[config.mk]
export PLATFORM = sky130hd
export DESIGN_NAME = tec_timer
export DESIGN_NICKNAME = d
export VERILOG_FILES = /design/src/rtl/tec_pkg.sv /design/src/rtl/tec_sync3.sv /design/src/rtl/tec_timer.sv
export SDC_FILE = /design/constraint.sdc
export NUM_CORES = 1
export LEC_CHECK = 0
export BUFFER_PORTS_ARGS = -buffer_cell sky130_fd_sc_hd__buf_2
export CAP_MARGIN = 20
export CORE_MARGIN = 3
export CORE_UTILIZATION = 50
export CTS_CLUSTER_DIAMETER = 100
export CTS_CLUSTER_SIZE = 28
export DETAILED_ROUTE_END_ITERATION = 10
export GPL_TIMING_DRIVEN = 0
export PLACE_DENSITY = 0.74
export REMOVE_ABC_BUFFERS = 1
export SYNTH_ARGS = -nofsm -noshare
export SYNTH_HDL_FRONTEND = slang
export SYNTH_SLANG_ARGS = --single-unit
[constraint.sdc]
create_clock -name clk_sys -period 4.85 [get_ports clk_sys]
set_input_delay 0.485 -clock clk_sys [delete_from_list [all_inputs] [get_ports clk_sys]]
set_output_delay 0.485 -clock clk_sys [all_outputs]
set_load 0.005 [all_outputs]
[src/rtl/tec_pkg.sv]
// constants shared by the sixteen bit event timer
package tec_pkg;
   // register word indices; byte address is four times the index
   localparam logic [4:0] TEC_IDX_CNT_HI = 5'h0F;
   localparam logic [4:0] TEC_IDX_CNT_LO = 5'h10;
   localparam logic [4:0] TEC_IDX_CTRL   = 5'h11;
   localparam logic [4:0] TEC_IDX_INTERRUPT_CONTROL_REG   = 5'h12;
   // control register fields
   localparam int TEC_CTRL_EDGE_BIT = 3;
   localparam int TEC_CTRL_EN_BIT   = 4;
   localparam int TEC_CTRL_MODE_LSB = 6;
   // interrupt control fields
   localparam int TEC_INTERRUPT_CONTROL_REG_IE_BIT   = 0;
   localparam int TEC_INTERRUPT_CONTROL_REG_FLAG_BIT = 6;
   // reset values and counter maximum
   localparam logic [7:0]  TEC_CTRL_RST  = 8'h00;
   localparam logic [15:0] TEC_CNT_RST   = 16'h0000;
   localparam logic [15:0] TEC_CNT_MAX   = 16'hFFFF;
   // mode field encodings
   localparam logic [1:0] TEC_MODE_OFF = 2'h0;
   localparam logic [1:0] TEC_MODE_EVT = 2'h1;
   localparam logic [1:0] TEC_MODE_TMR = 2'h2;
   localparam logic [1:0] TEC_MODE_PW  = 2'h3;
   // system clocks per instruction clock
   localparam int TEC_INSTR_DIV = 4;
   typedef enum logic [1:0]
   {
      TEC_PW_WAIT = 2'b01,
      TEC_PW_MEAS = 2'b10
   } tec_pw_e;
endpackage : tec_pkg

[src/rtl/tec_sync3.sv]
// three stage pin synchroniser with registered edge pulses
`timescale 1ns/1ps
module tec_sync3
(
   input  wire logic clk_sys,
   input  wire logic rstn,
   input  wire logic pin_in,
   output logic      rise_reg,
   output logic      fall_reg
);
   logic s1_reg;
   logic s2_reg;
   logic s3_reg;
   logic lvl_reg;

   always_ff @(posedge clk_sys)
   begin
      if (!rstn)
      begin
         s1_reg <= 1'b0;
         s2_reg <= 1'b0;
         s3_reg <= 1'b0;
      end
      else
      begin
         s1_reg <= pin_in;
         s2_reg <= s1_reg;
         s3_reg <= s2_reg;
      end
   end

   // a change counts only once the second and third stages agree
   always_ff @(posedge clk_sys)
   begin
      if (!rstn)
      begin
         lvl_reg  <= 1'b0;
         rise_reg <= 1'b0;
         fall_reg <= 1'b0;
      end
      else
      begin
         rise_reg <= (s2_reg == s3_reg) && s3_reg && !lvl_reg;
         fall_reg <= (s2_reg == s3_reg) && !s3_reg && lvl_reg;
         if (s2_reg == s3_reg)
         begin
            lvl_reg <= s3_reg;
         end
      end
   end
endmodule : tec_sync3

[src/rtl/tec_timer.sv]
// sixteen bit timer and event counter with avalon register slave
//
// The Avalon-MM interface to the registers was decided locally.
`timescale 1ns/1ps
module tec_timer
#(
   parameter int INSTR_DIV = tec_pkg::TEC_INSTR_DIV
)
(
   input  wire logic        clk_sys,
   input  wire logic        rstn,
   input  wire logic [6:0]  avs_address,
   input  wire logic        avs_read,
   input  wire logic        avs_write,
   input  wire logic [31:0] avs_writedata,
   output logic      [31:0] avs_readdata,
   output logic             avs_waitrequest,
   input  wire logic        timer_ext_input_pin,
   input  wire logic        irq_ack,
   output logic             irq_reg,
   output logic             wake_reg
);
   ////////////////////////////////////////////////////////////////////////
   logic [15:0]          cnt_reg;
   logic [15:0]          preload_reg;
   logic [7:0]           low_buf_reg;
   logic [1:0]           mode_reg;
   logic                 edge_sel_reg;
   logic                 en_reg;
   logic                 flag_reg;
   logic                 ie_reg;
   logic                 wait_reg;
   logic [31:0]          rdata_reg;
   logic [7:0]           div_reg;
   logic                 tick_reg;
   tec_pkg::tec_pw_e     pw_reg;
   logic                 pin_rise;
   logic                 pin_fall;
   logic [4:0]           idx;
   logic                 acc;
   logic                 wacc;
   logic                 wr_hi;
   logic                 wr_lo;
   logic                 wr_ctrl;
   logic                 wr_interrupt_control_reg;
   logic                 rd_hi;
   logic                 blk;
   logic                 act_edge;
   logic                 end_edge;
   logic                 inc;
   logic                 ovf;
   logic                 pw_done;
   logic [7:0]           ctrl_rd;

   assign avs_readdata    = rdata_reg;
   assign avs_waitrequest = wait_reg;

   ////////////////////////////////////////////////////////////////////////
   // bus decode; a read is loaded on the edge where waitrequest drops
   assign idx     = avs_address[6:2];
   assign acc     = wait_reg && (avs_read || avs_write);
   // writes land only on the edge where the master sees waitrequest low
   assign wacc    = !wait_reg && avs_write;
   assign wr_hi   = wacc && idx == tec_pkg::TEC_IDX_CNT_HI;
   assign wr_lo   = wacc && idx == tec_pkg::TEC_IDX_CNT_LO;
   assign wr_ctrl = wacc && idx == tec_pkg::TEC_IDX_CTRL;
   assign wr_interrupt_control_reg = wacc && idx == tec_pkg::TEC_IDX_INTERRUPT_CONTROL_REG;
   assign rd_hi   = acc && avs_read && idx == tec_pkg::TEC_IDX_CNT_HI;
   // the whole high byte read, both cycles, holds the count still
   assign blk     = avs_read && idx == tec_pkg::TEC_IDX_CNT_HI;

   assign ctrl_rd = {mode_reg, 1'b0, en_reg, edge_sel_reg, 3'h0};

   always_ff @(posedge clk_sys)
   begin
      if (!rstn)
      begin
         wait_reg <= 1'b1;
      end
      else
      begin
         wait_reg <= !acc;
      end
   end

   // unmapped reads return zero and unmapped writes are dropped
   always_ff @(posedge clk_sys)
   begin
      if (!rstn)
      begin
         rdata_reg <= 32'h0000_0000;
      end
      else if (acc && avs_read)
      begin
         case (idx)
            tec_pkg::TEC_IDX_CNT_HI: rdata_reg <= {24'h0, cnt_reg[15:8]};
            tec_pkg::TEC_IDX_CNT_LO: rdata_reg <= {24'h0, low_buf_reg};
            tec_pkg::TEC_IDX_CTRL:   rdata_reg <= {24'h0, ctrl_rd};
            tec_pkg::TEC_IDX_INTERRUPT_CONTROL_REG:   rdata_reg <= {24'h0, 1'b0, flag_reg,
                                                   5'h0, ie_reg};
            default:                 rdata_reg <= 32'h0000_0000;
         endcase
      end
   end

   ////////////////////////////////////////////////////////////////////////
   // low byte buffer is shared by the write path and the read latch
   always_ff @(posedge clk_sys)
   begin
      if (!rstn)
      begin
         low_buf_reg <= 8'h00;
      end
      else if (wr_lo)
      begin
         low_buf_reg <= avs_writedata[7:0];
      end
      else if (rd_hi)
      begin
         low_buf_reg <= cnt_reg[7:0];
      end
   end

   always_ff @(posedge clk_sys)
   begin
      if (!rstn)
      begin
         preload_reg <= tec_pkg::TEC_CNT_RST;
      end
      else if (wr_hi)
      begin
         preload_reg <= {avs_writedata[7:0], low_buf_reg};
      end
   end

   ////////////////////////////////////////////////////////////////////////
   // control register; software write wins over the automatic clear
   always_ff @(posedge clk_sys)
   begin
      if (!rstn)
      begin
         mode_reg     <= tec_pkg::TEC_CTRL_RST[7:6];
         edge_sel_reg <= tec_pkg::TEC_CTRL_RST[3];
         en_reg       <= tec_pkg::TEC_CTRL_RST[4];
      end
      else if (wr_ctrl)
      begin
         mode_reg     <= avs_writedata[tec_pkg::TEC_CTRL_MODE_LSB +: 2];
         edge_sel_reg <= avs_writedata[tec_pkg::TEC_CTRL_EDGE_BIT];
         en_reg       <= avs_writedata[tec_pkg::TEC_CTRL_EN_BIT];
      end
      else if (pw_done)
      begin
         en_reg <= 1'b0;
      end
   end

   ////////////////////////////////////////////////////////////////////////
   // instruction clock tick
   always_ff @(posedge clk_sys)
   begin
      if (!rstn)
      begin
         div_reg  <= 8'h00;
         tick_reg <= 1'b0;
      end
      else if (div_reg == 8'(INSTR_DIV - 1))
      begin
         div_reg  <= 8'h00;
         tick_reg <= 1'b1;
      end
      else
      begin
         div_reg  <= div_reg + 8'h01;
         tick_reg <= 1'b0;
      end
   end

   tec_sync3 u_sync
   (
      .clk_sys  (clk_sys),
      .rstn     (rstn),
      .pin_in   (timer_ext_input_pin),
      .rise_reg (pin_rise),
      .fall_reg (pin_fall)
   );

   assign act_edge = edge_sel_reg ? pin_fall : pin_rise;
   assign end_edge = edge_sel_reg ? pin_rise : pin_fall;

   ////////////////////////////////////////////////////////////////////////
   // pulse width sequencer; an armed input already high waits for an edge
   assign pw_done = en_reg && mode_reg == tec_pkg::TEC_MODE_PW &&
                    pw_reg == tec_pkg::TEC_PW_MEAS && end_edge;

   always_ff @(posedge clk_sys)
   begin
      if (!rstn)
      begin
         pw_reg <= tec_pkg::TEC_PW_WAIT;
      end
      else if (!(en_reg && mode_reg == tec_pkg::TEC_MODE_PW))
      begin
         pw_reg <= tec_pkg::TEC_PW_WAIT;
      end
      else
      begin
         case (pw_reg)
            tec_pkg::TEC_PW_WAIT:
            begin
               if (act_edge)
               begin
                  pw_reg <= tec_pkg::TEC_PW_MEAS;
               end
            end
            tec_pkg::TEC_PW_MEAS:
            begin
               if (end_edge)
               begin
                  pw_reg <= tec_pkg::TEC_PW_WAIT;
               end
            end
            default: pw_reg <= tec_pkg::TEC_PW_WAIT;
         endcase
      end
   end

   ////////////////////////////////////////////////////////////////////////
   // counter; mode 00 never counts
   always_comb
   begin
      case (mode_reg)
         tec_pkg::TEC_MODE_EVT: inc = act_edge;
         tec_pkg::TEC_MODE_TMR: inc = tick_reg;
         tec_pkg::TEC_MODE_PW:
            inc = tick_reg && pw_reg == tec_pkg::TEC_PW_MEAS;
         default:               inc = 1'b0;
      endcase
      inc = inc && en_reg && !blk;
   end

   assign ovf = inc && cnt_reg == tec_pkg::TEC_CNT_MAX;

   always_ff @(posedge clk_sys)
   begin
      if (!rstn)
      begin
         cnt_reg <= tec_pkg::TEC_CNT_RST;
      end
      else if (wr_hi && !en_reg)
      begin
         cnt_reg <= {avs_writedata[7:0], low_buf_reg};
      end
      else if (ovf)
      begin
         cnt_reg <= preload_reg;
      end
      else if (inc)
      begin
         cnt_reg <= cnt_reg + 16'h0001;
      end
   end

   ////////////////////////////////////////////////////////////////////////
   // overflow flag: a set in the clearing cycle is kept
   always_ff @(posedge clk_sys)
   begin
      if (!rstn)
      begin
         flag_reg <= 1'b0;
         ie_reg   <= 1'b0;
      end
      else
      begin
         if (ovf)
         begin
            flag_reg <= 1'b1;
         end
         else if (irq_ack)
         begin
            flag_reg <= 1'b0;
         end
         else if (wr_interrupt_control_reg)
         begin
            flag_reg <= avs_writedata[tec_pkg::TEC_INTERRUPT_CONTROL_REG_FLAG_BIT];
         end
         if (wr_interrupt_control_reg)
         begin
            ie_reg <= avs_writedata[tec_pkg::TEC_INTERRUPT_CONTROL_REG_IE_BIT];
         end
      end
   end

   always_ff @(posedge clk_sys)
   begin
      if (!rstn)
      begin
         irq_reg  <= 1'b0;
         wake_reg <= 1'b0;
      end
      else
      begin
         irq_reg  <= flag_reg && ie_reg;
         wake_reg <= ovf;
      end
   end
endmodule : tec_timer
==> flow_results.org, run 1 <==
** Floorplan
- The die is 93.8 um wide.
- Core area :: 0.00737 mm^2
- Once the floorplan was initialized, standard cells occupied 52.3% of the core.
- The die is 93.8 um tall.
- The initialized floorplan defines 31 standard-cell rows.
- The die covers ~0.009 mm^2.
- IO Pins :: 80

** Clock tree
- After clock tree synthesis, the flow added hold-fix buffers numbering 0.
- The tree built by TritonCTS fans out to 74 sinks.
- Clock tree synthesis selected as its root buffer the cell clkbuf_8.
- Clock latency of the later-clocked register in the worst-skew pair :: 0.36 ns
- Clock tree synthesis inserted a total of 9 buffers.
- Post-CTS clock slew at the launch and capture registers of the worst setup and hold paths :: 0.08 ns
- No sink is reached through more buffers than the 2 on the longest clock path.
- Buffers added to address setup during post-CTS repair amount to 0.
- CTS built an H-tree with a depth of 3.
- TritonCTS built the clock tree.
- Gates resized during post-CTS repair numbered 0.

** Hold path
- The path with the worst hold slack has its endpoint at u_sync.s1_reg.
- The worst hold path passes through 2 cells.
- Hold/Removal Path Class :: in2reg
- The worst hold path begins at timer_ext_input_pin.

** Pwr
- For this design the static power due to leakage is 1.53 nW.
- For this design the ratio of total power to cell area is 294 mW/mm^2.
- Worst IR drop on VDD :: 0.000170 V

** Timing
- Setup violations remaining at the end of the flow were counted as 0.
- The number of hold violations in the final report came to 0.
- Worst path setup slack after routing :: 2.36 ns
- Of the available clock period, the critical path in the final layout requires 51.3%.
- Headroom to the max-slew limit came out at ~30%.
- Minimum period implied by the final worst setup slack :: 2.49 ns
- Final Skew :: ~0.012 ns
- Highest attainable clock frequency :: 0.402 GHz
- Max Slew Vio Count :: 0
- After routing, the total negative slack on setup checks comes to 0 ns.
- Least-Margin Pin Slew :: approximately 1.0 ns
- RSZ-0062 raised after global routing :: false

** Worst setup path
- Data arrival at the endpoint of the critical path :: 2.77 ns
- Slowest cell on the critical path :: nor4_2
- Endpoint kind of the worst setup timing path :: flip-flop
- The worst register-to-register path begins at cnt_reg[0].
- Sort of element at the start of the critical path :: flip-flop
- The critical path in this run is classified as reg2reg.
- CP Max Fanout :: 10
- Longest individual stage delay on the worst path :: 0.72 ns
- The worst register-to-register path has a setup slack of ~2.4 ns.
- Required time reported for the critical path endpoint :: 5.14 ns
- The critical path goes through ha_1 -> nand3_1 -> nor4_2 -> and2_1 -> o21ai_0 -> a31oi_1.
- The endpoint identified for the worst register-to-register timing path is cnt_reg[8].
- The worst register-to-register path has a depth of 6.

** Routing
- For this block, the initial DRC count from the detailed router was 300.
- Across all layers, the routed design uses 3,344 vias.
- Before antenna repair, the detailed router went through 5 iterations.
- Final wirelength :: 9.28 mm
- In the final routed layout, each cell accounts on average for between 15 and 20 um.
- Number of vias per cell :: between 5 and 6
- After detailed routing, the number of remaining DRC violations is 0.
- Post-route antenna net violation count :: 0

** Placed design
- After detailed placement, the total cell area comes to slightly below 0.004 mm^2.
- In this run, placement finished with an instance count of 550.
- Total half-perimeter wirelength after legalization and detailed placement :: 6.12 mm
- Port buffering added 29 buffers.
- OpenSTA, run right after detailed placement, puts the worst setup slack at between 1.5 and 2 ns.
- The congestion estimate from routability-driven global placement came to 0.954.

** Logic synthesis
- Post-synthesis instance area :: 0.00385 mm^2
- Among all flip-flop cells after synthesis, the most frequent one is dfxtp_1.
- By area the synthesized netlist is led by dfxtp_1 (38%), mux2i_1 (6.8%), nor2_1 (5.5%), buf_4 (5.3%), nand2_1 (4.6%).
- Counting flops with a built-in enable in the synthesized netlist gives 0.
- The largest total area in the synthesized netlist belongs to dfxtp_1.
- After synthesis, the mean cell area works out to 8.51 um^2.
- Mapped Cells :: 453
- After synthesis, flip-flops and latches occupy around two fifths of the total area.
- Synth async-reset ratio :: 0%
- Seq cells post-synth :: 74
- The Yosys step of the flow raised 0 warnings.
- The number of different library cells used by synthesis comes to 56.
- The top cell type by area accounts for 38.4% of the synthesized area.

** GRT
- The first global-routing pass estimated 15.1 mm of wire.
- Global routing used 21.6% of the available tracks across all layers.
- Grt ovf :: 0
- Entering global routing, the biggest net connects 57 pins.
- Via count of the first global-routing pass :: between 3,000 and 4,000
- The number of antenna violations at the first check in global routing was 0.

** Job
- Max-cap violations in this run came to 0.

** Finish
- Cell area after layout :: around 0.0041 mm^2
- Once layout is complete, the cells apart from fillers number 567.
- Area growth syn-to-layout :: 7.04%
- Of the cells placed in the final design, the portion with a size suffix greater than 1 is 13.7%.
- The final layout contains around 510 nets.
- 0 antenna diodes ended up in the layout.

** Run status
- The flow ran to the end, and the final reports show no timing, DRC or antenna violations.
[synth_stat cells, drive strengths merged (3+ instances only)]
master / n
a211o: 4
a21o: 3
a21oi: 4
a22o: 9
a22oi: 8
a311oi: 8
a31oi: 15
and2: 8
and3: 7
buf: 38
clkbuf: 17
dfxtp: 74
ha: 4
inv: 7
mux2: 5
mux2i: 26
nand2: 47
nand3: 34
nand4: 8
nor2: 57
nor3: 8
nor4: 4
o211ai: 4
o21ai: 12
xnor2: 8
xor2: 8
[worst max-delay path: cells and delay by family (launching register included)]
kind                     cells  cell delay, ns
AND/OR/NAND/NOR              3            1.12
flip-flops                   1            0.54
adder cells (fa/ha/maj)      1            0.48
AO/OA/AOI/OAI                2            0.28
[power breakdown]
| group | internal (mW) | switching [mW] | leakage [nW] | total, mW |
|---|---|---|---|---|
| clock | 0.293 | 0.246 | 0.102 | 0.539 |
| combinational | 0.0173 | 0.0382 | 0.828 | 0.0555 |
| sequential | 0.613 | 0.00571 | 0.597 | 0.619 |
| total | 0.923 | 0.290 | 1.53 | 1.21 |
[worst max path at each step]
stage                        to  depth (start not counted)  slack, ns           start
floorplan            cnt_reg[7]                          5       2.69  avs_address[2]
global placement     cnt_reg[7]                          6       1.89  avs_address[2]
detailed placement   cnt_reg[7]                          6       1.94  avs_address[2]
CTS                  cnt_reg[7]                          6       2.33  avs_address[2]
global route        cnt_reg[12]                          6       2.26      cnt_reg[0]
finish               cnt_reg[8]                          6       2.36      cnt_reg[0]
[stage by stage]
step	hold WS [ns]	utilization [%]	power, mW
final	0.329	56.0	1.21
after global routing	0.332	56.0	1.25
after CTS	0.323	55.8	1.22
after detailed placement	0.427	52.8	0.687
after global placement	0.417	52.5	0.684
after floorplan	0.402	-	0.660
[cells in the final DEF, fill, tap and decap left out, drive strengths merged, types with 2 or more instances in the layout]
master	netlist	routed
a22o	9	9
and3	7	7
a211o	4	4
a21o	3	3
clkinvlp	0	3
nor3	8	8
conb	1	24
nor2b	2	2
xor2	8	8
a31oi	15	15
nand2	47	47
and4	2	2
a311oi	8	8
a22oi	8	8
bufinv	0	2
o211ai	4	4
nor2	57	57
buf	38	31
inv	7	9
or3	2	2
o22ai	2	2
nor4	4	4
ha	4	4
nand4	8	8
and2	8	8
or3b	2	2
nor3b	2	2
dfxtp	74	74
clkbuf	17	9
o21ai	12	12
a21oi	4	4
xnor2	8	8
nand3	34	34
mux2i	26	26
mux2	5	5
[layout make-up]
| class | instances | area, um^2 |
|---|---|---|
| clock buffers | 9 | 124 |
| clock inverters | 7 | 100 |
| fillers | 681 | 3240 |
| inverters | 7 | 26.3 |
| multi-input cells | 340 | 2090 |
| flip-flops and latches | 74 | 1480 |
| well taps | 99 | 124 |
| repair buffers | 31 | 176 |
[per-layer routing]
| metal | global-route usage (%) | wire length, um |
|---|---|---|
| met5 | 0 | 0 |
| met2 | 35.8 | 4560 |
| met1 | 27.0 | 3940 |
| met4 | 8.42 | 149 |
| met3 | 5.21 | 628 |
[logic make-up after synthesis]
| family | count (synthesis) | share of synthesized area, % |
|---|---|---|
| xor+xnor | 16 | 3.64 |
| other cells | 1 | 0.0973 |
| buf+inv | 62 | 9.48 |
| flops | 74 | 38.4 |
| compound gates | 75 | 14.2 |
| simple gates | 190 | 24.5 |
| mux | 31 | 8.31 |
| fa+ha+maj | 4 | 1.30 |
Note: power is estimated with default switching activity, not from simulation.
==> run 2, diff against run 1 <==
--- a/config.mk
+++ b/config.mk
@@ -13,7 +13,7 @@
 export CTS_CLUSTER_SIZE = 28
 export DETAILED_ROUTE_END_ITERATION = 10
 export GPL_TIMING_DRIVEN = 0
-export PLACE_DENSITY = 0.74
+export PLACE_DENSITY = 0.77
 export REMOVE_ABC_BUFFERS = 1
 export SYNTH_ARGS = -nofsm -noshare
 export SYNTH_HDL_FRONTEND = slang
==> constraint.sdc (replaced) <==
create_clock -name clk_sys -period 2.2 [get_ports clk_sys]
set_input_delay 0.22 -clock clk_sys [delete_from_list [all_inputs] [get_ports clk_sys]]
set_output_delay 0.22 -clock clk_sys [all_outputs]
set_load 0.005 [all_outputs]
==> run 2 against run 1 <==
Effect of this change: critical path depth shrank 1; wire length grew 1.8%; non-clock buffer count is 1 lower; maximum frequency up 19%; sequential cell count did not move; clock skew up 0.0031 ns; final cell count down 0.18%; clock power grew 95%; critical path type unchanged; critical endpoint is now cnt_reg[1].
==> flow_results.org, run 2 (same netlist as run 1, synthesis figures left out) <==
** Clock tree
- Number of post-CTS setup repair buffers :: 0 (unchanged)
- The root buffer selected by CTS is clkbuf_8 (unchanged).
- The clock input transition at the sequential cells of the worst setup and hold paths is 0.09 ns (was 0.08 ns).
- The count of cells resized by post-cts repair was 4 (was 0).
- TritonCTS clock tree :: built (unchanged)
- Number of CTS-inserted buffers :: 9 (unchanged)
- The number of buffers between clock root and the deepest sink came to 2 (unchanged).
- The clock latency reported for the late side of the worst-skew pair was 0.36 ns (about the same).
- H-tree level count :: 3 (unchanged)
- The number of hold buffers added after cts is 0 (unchanged).
- The total clock sinks came to 74 (unchanged).

** Worst setup path
- The worst endpoint data arrival time was 2.33 ns (was 2.77 ns).
- R2R Path Start :: cnt_reg[11] (was cnt_reg[0])
- The data required time of the worst path was 2.44 ns (was 5.14 ns).
- The stage delay of the slowest cell on the critical path is 0.69 ns (was 0.72 ns).
- Endpoint kind of the worst setup timing path :: flip-flop (unchanged)
- The worst-path cell with the longest stage delay is or4_4 (was nor4_2).
- Buffers and inverters on the worst path :: 0 (unchanged)
- Sort of element at the start of the critical path :: flip-flop (unchanged)
- CP Max Fanout :: 8 (was 10)
- Sequence of cells on the critical path :: nand4_1 -> or4_4 -> mux2_4 -> nand2_1 -> a31oi_1 (was ha_1 -> nand3_1 -> nor4_2 -> and2_1 -> o21ai_0 -> a31oi_1)
- The kind of cell with the highest combined delay on the critical path is simple AND/OR/NAND/NOR gates (unchanged).
- The type of the worst setup path was reg2reg (unchanged).
- The worst setup path startpoint is cnt_reg[11] (was cnt_reg[0]).

** Finish
- The number of nets at the end of the flow was 511 (was 512).
- The most frequent standard cell in the layout excluding fill and tap cells is dfxtp_1 (unchanged).
- The count of inserted antenna diode cells was 0 (unchanged).
- The layout cell share with drive strength beyond 1 was 14.6% (was 13.7%).
- Area growth syn-to-layout :: 6.85% (was 7.04%)
- Core utilization of the finished layout :: 55.9% (was 56.0%)
- Commonest cells after routing, fill and taps aside: dfxtp_1 (71), nor2_1 (56), nand2_1 (47), nand3_1 (34), buf_2 (29) (was dfxtp_1 (74), nor2_1 (56), nand2_1 (47), nand3_1 (34), buf_2 (29)).

** Routing
- DR iter-0 viols :: 234 (was 300)
- The routed wire length on met3 was 765 um (was 628 um).
- Post-route antenna net violation count :: 0 (unchanged)
- The met1 layer wirelength in the final routing came to 3.95 mm (was 3.94 mm).
- DR top layer :: met4 (unchanged)
- The aggregate routed wire length is 9.45 mm (was 9.28 mm).
- The vias after detailed routing came to 3,320 (was 3,344).
- The post-detailed-route wirelength per cell was 16.7 um (was 16.4 um).
- Number of vias per cell :: 5.87 (was 5.90)
- The iteration count of the initial detailed-routing pass came to 8 (was 5).
- Met2 routed wirelength :: 4.45 mm (was 4.56 mm)
- The number of remaining DRC errors came to 0 (unchanged).

** GRT
- The number of antenna violations at the first check in global routing came to 0 (unchanged).
- Aggregate global-route resource usage :: 21.8% (was 21.6%)
- Via count of the first global-routing pass :: 3,084 (was 3,111)
- The global-route wire length before repair is 15.1 mm (about the same).
- Pin count of the biggest net entering global routing :: 57 (unchanged)
- The remaining global-route overflow is 0 (unchanged).

** Pwr
- Leakage power summed over all cells :: 1.54 nW (was 1.53 nW)
- The worst ir drop on vdd was 0.000419 V (was 0.000170 V).
- The power density over the cells came to 615 mW/mm^2 (was 294 mW/mm^2).
- Total design power :: 2.53 mW (was 1.21 mW)

** Timing
- The transition time at the pin with the least slew margin was 0.788 ns (was 1.04 ns).
- RSZ-0062 raised after global routing :: false (unchanged)
- Max Slew Vio Count :: 0 (unchanged)
- Remaining max-slew budget at the tightest pin :: 47.5% (was 30.5%)
- The minimum setup slack in the final design came to 0.110 ns (was 2.36 ns).
- Final Skew :: 0.0155 ns (was 0.0124 ns)
- Total negative slack :: 0 ns (unchanged)
- Minimum period implied by the final worst setup slack :: 2.09 ns (was 2.49 ns)
- The highest clock rate came to 0.478 GHz (was 0.402 GHz).
- Number of endpoints failing setup at the final stage :: 0 (unchanged)
- The number of hold violations in the final report was 0 (unchanged).
- Worst-case hold slack :: 0.0566 ns (was 0.329 ns)
- The period utilization came to 95.0% (was 51.3%).

** Floorplan
- Effective utilization at floorplan :: 52.3% (unchanged)
- The core outline area is 0.00737 mm^2 (unchanged).
- The die area came to 0.00880 mm^2 (unchanged).
- The die outline height was 93.8 um (unchanged).
- The number of ports placed on the die boundary was 80 (unchanged).
- The count of standard-cell rows was 31 (unchanged).
- The horizontal die dimension came to 93.8 um (unchanged).

** Hold path
- Hold/Removal Path Class :: in2reg (unchanged)
- The origin of the worst min-delay path was timer_ext_input_pin (unchanged).

** Placed design
- The number of port buffers is 29 (unchanged).
- Placer congestion estimate :: 0.916 (was 0.954)
- The HPWL reported at the end of detailed placement is 6.24 mm (was 6.12 mm).
- Worst slack at placement :: -0.499 ns (was 1.94 ns)

** Job
- Max-capacitance violation count :: 0 (unchanged)

** Run status
- Status :: complete, no violations (unchanged)
## run 2: through the flow
stage | instances | instance area (um^2)
detailed placement | 550 | 3890
floorplan | 421 | 3600
global route | 566 | 4120
CTS | 566 | 4110
finish | 566 | 4120
global placement | 549 | 3870
## run 2: final cells by class
| class | count | area [um^2] |
|---|---|---|
| Clock buffer | 9 | 124 |
| Clock inverter | 7 | 66.3 |
| Fill cell | 677 | 3250 |
| Inverter | 7 | 26.3 |
| Multi-Input combinational cell | 340 | 2130 |
| Sequential cell | 74 | 1490 |
| Tap cell | 99 | 124 |
| Timing Repair Buffer | 30 | 165 |
## run 2: final timing paths
kind	slack, ns	endpoint	cells after the start
max	0.11	cnt_reg[1]	5
min	0.06	u_sync.s1_reg	2
max reg2reg	0.11	cnt_reg[1]	5
min reg2reg	0.44	u_sync.rise_reg	1
## run 2: per-layer routing
metal / vias to the layer above / track usage, %
met3: 23 / 5.85
met4: 0 / 9.87
met1: 1552 / 27.2
li1: 1579 / -
met2: 166 / 34.9
met5: - / 0
## run 2: report_power, final
part	switching [mW]	total [mW]	leakage (nW)	internal, mW
sequential	0.0127	1.36	0.599	1.35
clock	0.603	1.05	0.0995	0.445
combinational	0.0828	0.121	0.838	0.0378
==> run 3, diff against run 2 <==
--- a/config.mk
+++ b/config.mk
@@ -8,12 +8,11 @@
 export BUFFER_PORTS_ARGS = -buffer_cell sky130_fd_sc_hd__buf_2
 export CAP_MARGIN = 20
 export CORE_MARGIN = 3
-export CORE_UTILIZATION = 50
+export CORE_UTILIZATION = 30
 export CTS_CLUSTER_DIAMETER = 100
 export CTS_CLUSTER_SIZE = 28
 export DETAILED_ROUTE_END_ITERATION = 10
 export GPL_TIMING_DRIVEN = 0
-export PLACE_DENSITY = 0.77
 export REMOVE_ABC_BUFFERS = 1
 export SYNTH_ARGS = -nofsm -noshare
 export SYNTH_HDL_FRONTEND = slang
==> run 3 against run 2 <==
Effect of this change: via count down 0.78%; global-route usage down 7.9 points; final cell count up 12%; hold slack better by 0.045 ns; sequential share of layout area down 1.6 points; register-to-register slack about the same; total power up 15%; combinational power up 4%; clock skew down 0.0076 ns; clock-buffer cell count up 4; first-iteration DRC count up 15%; setup slack better by 0.0015 ns; largest cell class unchanged; largest power group is now the clock network; highest routed layer unchanged.
==> flow_results.org, run 3 (same netlist as run 1, synthesis figures left out) <==
** Timing
- Highest attainable clock frequency :: 0.479 GHz (was 0.478 GHz)
- The relative max-transition margin was 45.7% (was 47.5%).
- Final period utilization :: 94.9% (was 95.0%)
- The time the final worst path needs with I/O delays and setup came to 2.09 ns (about the same).
- The transition time at the pin with the least slew margin came to 0.812 ns (was 0.788 ns).
- Final Skew :: 0.00790 ns (was 0.0155 ns)
- The max-slew violation count was 0 (unchanged).
- The number of hold violations in the final report was 0 (unchanged).
- Number of endpoints failing setup at the final stage :: 0 (unchanged)

** Worst setup path
- Slack of the worst reg-to-reg path :: 0.11 ns (about the same)
- Longest individual stage delay on the worst path :: 0.56 ns (was 0.69 ns)
- Category of cells accounting for the largest share of critical-path delay :: simple AND/OR/NAND/NOR gates (unchanged)
- The data required time of the worst path is 2.41 ns (was 2.44 ns).
- Sort of element at the start of the critical path :: flip-flop (unchanged)
- Sequence of cells on the critical path :: ha_4 -> nand3_1 -> or4_4 -> mux2_4 -> nand2_1 -> a31oi_1 (was nand4_1 -> or4_4 -> mux2_4 -> nand2_1 -> a31oi_1)
- CP Max Fanout :: 10 (was 8)
- Critical Setup Path Class :: reg2reg (unchanged)
- The capturing element type of the critical path is a flip-flop (unchanged).
- Data arrival at the endpoint of the critical path :: 2.30 ns (was 2.33 ns)
- Buffers and inverters on the worst path :: 0 (unchanged)
- The worst-path cell with the longest stage delay was dfxtp_1 (was or4_4).

** Routing
- The met1 layer wirelength in the final routing is 4.54 mm (was 3.95 mm).
- Average wire length per cell after detail routing :: 15.6 um (was 16.7 um)
- The routed wire length on met3 came to 613 um (was 765 um).
- The aggregate routed wire length was 9.86 mm (was 9.45 mm).
- The iteration count of the initial detailed-routing pass is 5 (was 8).
- DR top layer :: met4 (unchanged)
- Via count :: 3,294 (was 3,320)
- The routed via count divided by cell count is 5.20 (was 5.87).
- The violation count after the first detailed-routing iteration came to 269 (was 234).
- The met2 wire length was 4.61 mm (was 4.45 mm).
- Post-route antenna net violation count :: 0 (unchanged)
- DRC violations left :: 0 (unchanged)

** Floorplan
- The die area was 0.0142 mm^2 (was 0.00880 mm^2).
- Die span in y :: 119 um (was 93.8 um)
- Die outline width :: 119 um (was 93.8 um)
- The count of standard-cell rows came to 40 (was 31).
- IO Pins :: 80 (unchanged)
- Core area :: 0.0123 mm^2 (was 0.00737 mm^2)
- Effective utilization at floorplan :: 31.4% (was 52.3%)

** Finish
- Non-filler cells in the finished layout :: 634 (was 566)
- The fill cell total of the finished layout was 1,270 (was 677).
- Commonest cells after routing, fill and taps aside: dfxtp_1 (74), nor2_1 (56), nand2_1 (47), nand3_1 (34), buf_2 (29) (was dfxtp_1 (71), nor2_1 (56), nand2_1 (47), nand3_1 (34), buf_2 (29)).
- The number of nets at the end of the flow was 511 (unchanged).
- The signed area change from the synthesized netlist to the final layout came to 11.6% (was 6.85%).
- Cell area after layout :: 0.00430 mm^2 (was 0.00412 mm^2)
- Fraction of final layout cells sized beyond drive strength 1 :: 13.7% (was 14.6%)
- Most frequent standard cell in the layout excluding fill and tap cells :: dfxtp_1 (unchanged)
- # diodes :: 0 (unchanged)

** GRT
- The combined global-route utilization of all metal layers came to 13.9% (was 21.8%).
- The global-route wire length before repair is 16.0 mm (was 15.1 mm).
- Via count of the first global-routing pass :: 3,063 (was 3,084)
- Grt ovf :: 0 (unchanged)
- Antenna violations before repair :: 0 (unchanged)
- Pin count of the biggest net entering global routing :: 56 (was 57)

** Clock tree
- The total clock buffers created by CTS came to 9 (unchanged).
- The number of hold buffers added after cts was 0 (unchanged).
- The number of levels in the clock H-tree came to 3 (unchanged).
- The TritonCTS clock tree was built (unchanged).
- The number of buffers between clock root and the deepest sink was 2 (unchanged).
- The clock latency reported for the late side of the worst-skew pair was 0.34 ns (was 0.36 ns).
- The total clock sinks was 74 (unchanged).
- The clock input transition at the sequential cells of the worst setup and hold paths was 0.06 ns (was 0.09 ns).
- Clock tree root driver cell :: clkbuf_16 (was clkbuf_8)

** Job
- Max-capacitance violation count :: 0 (unchanged)

** Hold path
- The class of the worst hold path is in2reg (unchanged).

** Placed design
- Total half-perimeter wirelength after legalization and detailed placement :: 6.68 mm (was 6.24 mm)
- Post-placement cell count :: 619 (was 550)
- The final RePlAce weighted congestion came to 0.833 (was 0.916).
- The instance area after placement came to 0.00398 mm^2 (was 0.00389 mm^2).
- The number of port buffers came to 29 (unchanged).

** Run status
- Status :: complete, no violations (unchanged)

** Pwr
- Worst IR drop on VDD :: 0.000430 V (was 0.000419 V)
- Power per cell area :: 676 mW/mm^2 (was 615 mW/mm^2)
- Leakage power summed over all cells :: 1.58 nW (was 1.54 nW)
run 3: final timing paths:
path,startpoint,end,cells past startpoint
max,cnt_reg[0],cnt_reg[1],6
min,timer_ext_input_pin,u_sync.s1_reg,2
min reg2reg,u_sync.lvl_reg,u_sync.rise_reg,1
max reg2reg,cnt_reg[0],cnt_reg[1],6
run 3: metal layers:
| layer | global-route usage (%) | vias up |
|---|---|---|
| li1 | - | 1584 |
| met1 | 18.7 | 1576 |
| met2 | 22.4 | 121 |
| met3 | 3.51 | 13 |
| met4 | 3.22 | 0 |
| met5 | 0 | - |
run 3: where the power goes:
group          internal (mW)  switching [mW]  total, mW
Combinational         0.0380          0.0885      0.126
Clock                  0.876           0.539       1.42
Sequential              1.35          0.0126       1.37
run 3: stage by stage:
stage | total power, mW | setup TNS (ns) | setup slack [ns] | utilization [%] | hold slack, ns
6_report | 2.91 | 0 | 0.111 | 35.1 | 0.102
5_1_grt | 3.03 | -0.00240 | -0.00240 | 35.1 | 0.0954
4_1_cts | 2.94 | 0 | 0.0123 | 35.0 | 0.0909
3_5_place_dp | 1.52 | -13.15 | -0.496 | 32.4 | 0.430
3_3_place_gp | 1.51 | -12.82 | -0.499 | 32.3 | 0.417
2_1_floorplan | 1.46 | 0 | 0.201 | - | 0.319
run 3: repair_timing:
action,4_1_cts,5_1_grt
resized for setup,3,2
setup buffers,0,0
endpoints found under the setup margin,17,17
pin swaps,0,0
run 3: cell type report:
type | count | area, um^2 | share of cell area [%]
Sequential cell | 74 | 1480 | 34.4
Inverter | 7 | 26.3 | 0.611
Tap cell | 168 | 210 | 4.89
Timing Repair Buffer | 30 | 165 | 3.84
Clock buffer | 13 | 280 | 6.52
Clock inverter | 2 | 10.0 | 0.233
Multi-Input combinational cell | 340 | 2130 | 49.5
run 3: worst register-to-register path: cells and delay by family (launching register included):
| kind | cells | cell delay [ns] |
|---|---|---|
| and+or+nand+nor | 3 | 0.75 |
| DFF | 1 | 0.56 |
| AOI/OAI and AO/OA | 1 | 0.07 |
| muxes | 1 | 0.32 |
| adders and majority gates | 1 | 0.28 |
